<file path="config.mk">
export PLATFORM = sky130hd
export DESIGN_NAME = processor_clock_stop_ctrl
export DESIGN_NICKNAME = d
export VERILOG_FILES = /design/src/hdl/clock_stop_pkg.sv /design/src/hdl/processor_clock_stop_ctrl.sv
export SDC_FILE = /design/constraint.sdc
export NUM_CORES = 1
export LEC_CHECK = 0
export ABC_CLOCK_PERIOD_IN_PS = 2400
export BUFFER_PORTS_ARGS = -buffer_cell sky130_fd_sc_hd__buf_4
export CELL_PAD_IN_SITES_DETAIL_PLACEMENT = 1
export CELL_PAD_IN_SITES_GLOBAL_PLACEMENT = 1
export CORE_AREA = 2 2 84 86
export DETAILED_ROUTE_END_ITERATION = 10
export DIE_AREA = 0 0 86 88
export PLACE_DENSITY = 0.88
export SYNTH_ARGS = -nofsm -noshare
export SYNTH_HDL_FRONTEND = slang
export SYNTH_SLANG_ARGS = --single-unit
</file>
<file path="constraint.sdc">
create_clock -name core_clk -period 2.4 [get_ports core_clk]
set_clock_uncertainty 0.1 [all_clocks]
set_input_delay 0.48 -clock core_clk [delete_from_list [all_inputs] [get_ports core_clk]]
set_output_delay 0.48 -clock core_clk [all_outputs]
set_load 0.05 [all_outputs]
</file>
<file path="src/hdl/clock_stop_pkg.sv">
// Constants and types for the processor clock-stop controller
package clock_stop_pkg;
  localparam int addr_width = 24;
  localparam int fc_width = 3;
  localparam int ipl_width = 3;
  localparam logic [2:0] fc_super_data = 3'h5;
  localparam logic [23:0] trigger_addr_default = 24'hff_fff0;
  localparam logic [2:0] wake_level_default = 3'h7;
  // Bus cycles from match write to operand end (wide: write, opcode, operand; narrow: one more)
  localparam logic [2:0] cycles_wide = 3'h3;
  localparam logic [2:0] cycles_narrow = 3'h4;
  localparam int stable_time_us = 1;
  localparam int clk_period_ns = 20;
  localparam int stable_cycles = (stable_time_us * 1000 + clk_period_ns - 1) / clk_period_ns;
  typedef enum logic [3:0] {
    st_run = 4'b0001,
    st_count = 4'b0010,
    st_stopped = 4'b0100,
    st_resume = 4'b1000
  } mode_t;
endpackage

</file>
<file path="src/hdl/processor_clock_stop_ctrl.sv">
// Clock-stop and wake controller that drives a static processor clock input
`timescale 1ns/1ps
module processor_clock_stop_ctrl #(
  parameter logic [23:0] trigger_addr = clock_stop_pkg::trigger_addr_default,
  parameter logic [2:0] wake_level = clock_stop_pkg::wake_level_default,
  parameter logic [7:0] stable_count = 8'(clock_stop_pkg::stable_cycles)
) (
  input wire logic core_clk,
  input wire logic rst,
  input wire logic [clock_stop_pkg::addr_width-1:0] address_lines,
  input wire logic [clock_stop_pkg::fc_width-1:0] function_code_lines,
  input wire logic read_not_write,
  input wire logic addr_strobe_n,
  input wire logic narrow_bus,
  input wire logic [clock_stop_pkg::ipl_width-1:0] interrupt_priority_lines_n,
  input wire logic sys_clk_stable,
  output logic proc_clk,
  output logic lp_addr_hit,
  output logic clock_resume_req,
  output logic bus_request,
  output logic sleeping
);
  import clock_stop_pkg::*;

  // ============================================================
  // State
  typedef struct packed {
    logic [1:0] as_sync;
    logic [1:0] rnw_sync;
    logic [1:0] narrow_sync;
    logic [5:0] ipl_sync;
    logic [47:0] addr_sync;
    logic [5:0] fc_sync;
    logic as_prev;
    mode_t mode;
    logic [2:0] cycles;
    logic [7:0] stable_cnt;
    logic hit;
    logic resume;
    logic breq;
  } state_t;

  state_t s, next_s;
  logic gate_en;
  logic as_start;
  logic match;
  logic wake;
  logic [2:0] need;

  function automatic logic [2:0] active_level(input logic [2:0] lines_n);
    active_level = ~lines_n;
  endfunction

  // ============================================================
  // Next state
  always_comb begin
    next_s = s;
    next_s.as_sync = {s.as_sync[0], ~addr_strobe_n};
    next_s.rnw_sync = {s.rnw_sync[0], read_not_write};
    next_s.narrow_sync = {s.narrow_sync[0], narrow_bus};
    next_s.ipl_sync = {s.ipl_sync[2:0], interrupt_priority_lines_n};
    next_s.addr_sync = {s.addr_sync[23:0], address_lines};
    next_s.fc_sync = {s.fc_sync[2:0], function_code_lines};
    next_s.as_prev = s.as_sync[1];
    as_start = s.as_sync[1] && !s.as_prev;
    match = as_start && (s.addr_sync[47:24] == trigger_addr) && !s.rnw_sync[1]
      && (s.fc_sync[5:3] == fc_super_data);
    need = s.narrow_sync[1] ? cycles_narrow : cycles_wide;
    wake = active_level(s.ipl_sync[5:3]) >= wake_level;
    next_s.hit = match;
    case (s.mode)
      st_run: begin
        next_s.cycles = 3'h0;
        next_s.resume = 1'b0;
        if (match) begin
          next_s.mode = st_count;
          next_s.cycles = 3'h1;
        end
      end
      st_count: begin
        if (as_start) begin
          next_s.cycles = s.cycles + 3'h1;
        end
        // Arbitrate during operand fetch to float outputs
        if (s.cycles == need) begin
          next_s.breq = 1'b1;
        end
        if (s.cycles == need && !s.as_sync[1]) begin
          next_s.mode = st_stopped;
        end
      end
      st_stopped: begin
        next_s.stable_cnt = 8'h00;
        if (wake) begin
          next_s.mode = st_resume;
        end
      end
      st_resume: begin
        if (!sys_clk_stable) begin
          next_s.stable_cnt = 8'h00;
        end else if (s.stable_cnt != stable_count) begin
          next_s.stable_cnt = s.stable_cnt + 8'h01;
        end else begin
          next_s.resume = 1'b1;
          next_s.breq = 1'b0;
          next_s.mode = st_run;
        end
      end
      default: begin
        next_s.mode = st_run;
      end
    endcase
  end

  // ============================================================
  // Registers
  always_ff @(posedge core_clk) begin
    if (rst) begin
      s <= '0;
      s.mode <= st_run;
      s.as_sync <= 2'h0;
      s.ipl_sync <= 6'h3f;
    end else begin
      s <= next_s;
    end
  end

  // ============================================================
  // Glitch-free clock gate, enable latched on the falling edge
  always_ff @(negedge core_clk) begin
    if (rst) begin
      gate_en <= 1'b1;
    end else begin
      gate_en <= (s.mode != st_stopped) && (s.mode != st_resume);
    end
  end

  assign proc_clk = core_clk & gate_en;
  assign lp_addr_hit = s.hit;
  assign clock_resume_req = s.resume;
  assign bus_request = s.breq;
  assign sleeping = !gate_en;

  // ============================================================
  // Check helpers
  logic gate_at_rise;

  always_ff @(posedge core_clk) begin
    gate_at_rise <= gate_en;
  end
endmodule // processor_clock_stop_ctrl

</file>
==> results.cfg <==
[floorplan]
die_y_um = 88
fp-row-count = 30
io-pin-count = 41
coreArea_um2 = 6640
die_x_um = 86
initial_core_util_pct = 42.9
fp.dieArea_um2 = 7570

[power]
powerDensity_nw_per_um2 = 795
leakagePower_nw = 1.37
p_switching_uw = 682
p_int_mw = 2.09
power.total_mw = 2.77
pwr-share-seq_pct = 53.7
ir_worst_vdd_uv = 424
pwr-share-comb_pct = 3.8
p_clk_share_pct = 42.4
power.share.switching_pct = 24.6

[clock_network]
cts_tree = yes
numCtsBuffers = 9
cts_buffer_depth = 2
clkSlewWorstSetupHoldPaths_ns = 0.09
clock_tree.root_cell = clkbuf_8
clk_latency_ns = 0.34
htree_levels = 3
cts_hold_buf = 0
postCtsSetupBuffers = 0

[routing]
viasPerCell = 4.78
wl_mm = 4.96
vias = 1873
dr.pass1.iters = 4
drt_iter0_drc = 92
drc = 0
avgRoutedWirePerCell_um = 12.7
ant_nets = 0

[cells_and_area]
regArea_um2 = 1720
drive_gt1_share_pct = 25.6
multi_input_area_um2 = 1070
syn_to_final_growth_pct = 22.5
n_antenna_cell = 0
final_cells = 392
num-fill-cells = 738
final_core_util_pct = 52.5
fin_nets = 346

[grt]
grt_pass1_vias = 1905
grt_usage_pct = 15.0
grt_pass1_wl_mm = 8.59
antenna_found_initial = 0
overflow = 0
grt_max_degree = 79

[synth]
syn_area_um2 = 2850
yosysSeqAreaShare_pct = 60.4
yosys.area.top_type_share_pct = 60.4
synth_warnings = 0
synth_most_common_cell = dfxtp_1
synthArstFlopShare_pct = 0
ys_ff_latch = 86
yosysUniqueCellTypes = 46
yosysTopAreaCell = dfxtp_1
synthTopCellsByCount = dfxtp_1, nor2b_1, nor2_1
syn_inst = 257
synthesis.nets = 296
synth_flop_cell = dfxtp_1
synth-edff-count = 0
synthTopCellsByArea = dfxtp_1, nor2b_1, nor2_1, nor4b_2, nor3_1
avgSynthCellArea_um2 = 11.1

[run_status]
outcome = complete, but fails checks
failed_checks = negative setup slack

[place]
dp_cells = 375
io_buffers = 40
dp_hpwl_mm = 3.46
dp_worst_setup_slack_ns = -0.0526
place_congestion = 0.800

[timing]
rsz0062_at_grt = true
slew_viol_final = 0
finalHoldViolCount = 0
setup_slack_ns = -0.430
slew_headroom_pct = 52.6
finalSetupViolCount = 3
worstMarginPinSlew_ns = 0.711

[setup_path]
worstPathArrival_ns = 2.25
cp_max_fo = 2
start_kind = register
worst-setup-path-type = register to output pin
endpoint_kind = output pin
crit_required_ns = 1.82

[flow_run]
maxCapViolCount = 0

[hold_path]
min_path_type = input pin to register
[layer usage]
metal	wire, um	global-route usage (%)	up-vias
met4	89	7.22	0
met5	0	0	-
met1	2150	16.8	870
met3	217	4.24	8
met2	2510	26.2	39
li1	-	-	956
[cell families after synthesis]
| kind of cell | synth area share (%) |
|---|---|
| buffers and inverters | 2.15 |
| adder cells (fa/ha/maj) | 1.32 |
| flip-flops | 60.4 |
| multiplexers | 0.878 |
| AO/OA/AOI/OAI | 5.71 |
| XOR/XNOR | 2.15 |
| AND/OR/NAND/NOR | 27.4 |
[power groups by stage]
stage	logic (mW)	clock network [mW]	registers (mW)
2_1_floorplan	0.0591	0.104	1.52
4_1_cts	0.109	1.21	1.49
3_5_place_dp	0.109	0.129	1.52
3_3_place_gp	0.105	0.129	1.52
5_1_grt	0.120	1.28	1.50
6_report	0.107	1.18	1.49
[critical path, stage by stage, from the launching register on]
cell        delay, ns
dfxtp_2          0.33
clkinvlp_4       0.10
nor2_4           0.08
buf_6            0.16
[final cells by class]
| cell class | count | area share (%) |
|---|---|---|
| flip-flops and latches | 86 | 49.4 |
| multi-input cells | 156 | 30.8 |
| repair buffers | 47 | 10.1 |
| clock buffers | 10 | 3.87 |
| well taps | 80 | 2.87 |
| clock inverters | 9 | 2.47 |
| inverters | 4 | 0.538 |
[layout by cell type (no fill, tap or decap), drive strengths merged, types with 3 or more instances in the layout]
master / count
xnor2: 3
or2: 6
clkinvlp: 3
xor2: 4
nor2: 14
dfxtp: 86
inv: 7
buf: 48
nor4b: 5
nand4: 3
nand2: 5
ha: 3
o2111ai: 3
nand3: 3
nor4: 3
nor3: 8
nor2b: 62
a21oi: 5
clkbuf: 9
o21ai: 4
[state kept, by name, summed over array words and instances (netlist names)]
name and count:
gate_en 1, bus_request 1, s 48, clock_resume_req 1
next_s 34, lp_addr_hit 1
[through the flow]
step	setup TNS, ns	hold WS [ns]	instance area (um^2)
2_1_floorplan	-0.331	0.289	2880
3_3_place_gp	-0.0584	0.296	3280
3_5_place_dp	-0.0682	0.299	3280
4_1_cts	-0.852	0.153	3490
5_1_grt	-0.935	0.158	3490
6_report	-0.817	0.173	3490
[worst paths after layout]
kind | slack (ns) | depth (start not counted) | end | from
max | -0.43 | 3 | proc_clk | gate_en
min | 0.17 | 2 | next_s[84] | addr_strobe_n
max reg2reg | 0.08 | 2 | gate_en | s[17]
min reg2reg | 0.32 | 1 | s[76] | next_s[76]
[repair_timing]
item / in CTS / in global routing
endpoints found under the hold margin: 0 / 0
gates resized for setup: 1 / 0
endpoints found under the setup margin: 3 / 3
pin swaps: 0 / 0
(Power assumes the default switching activity.)
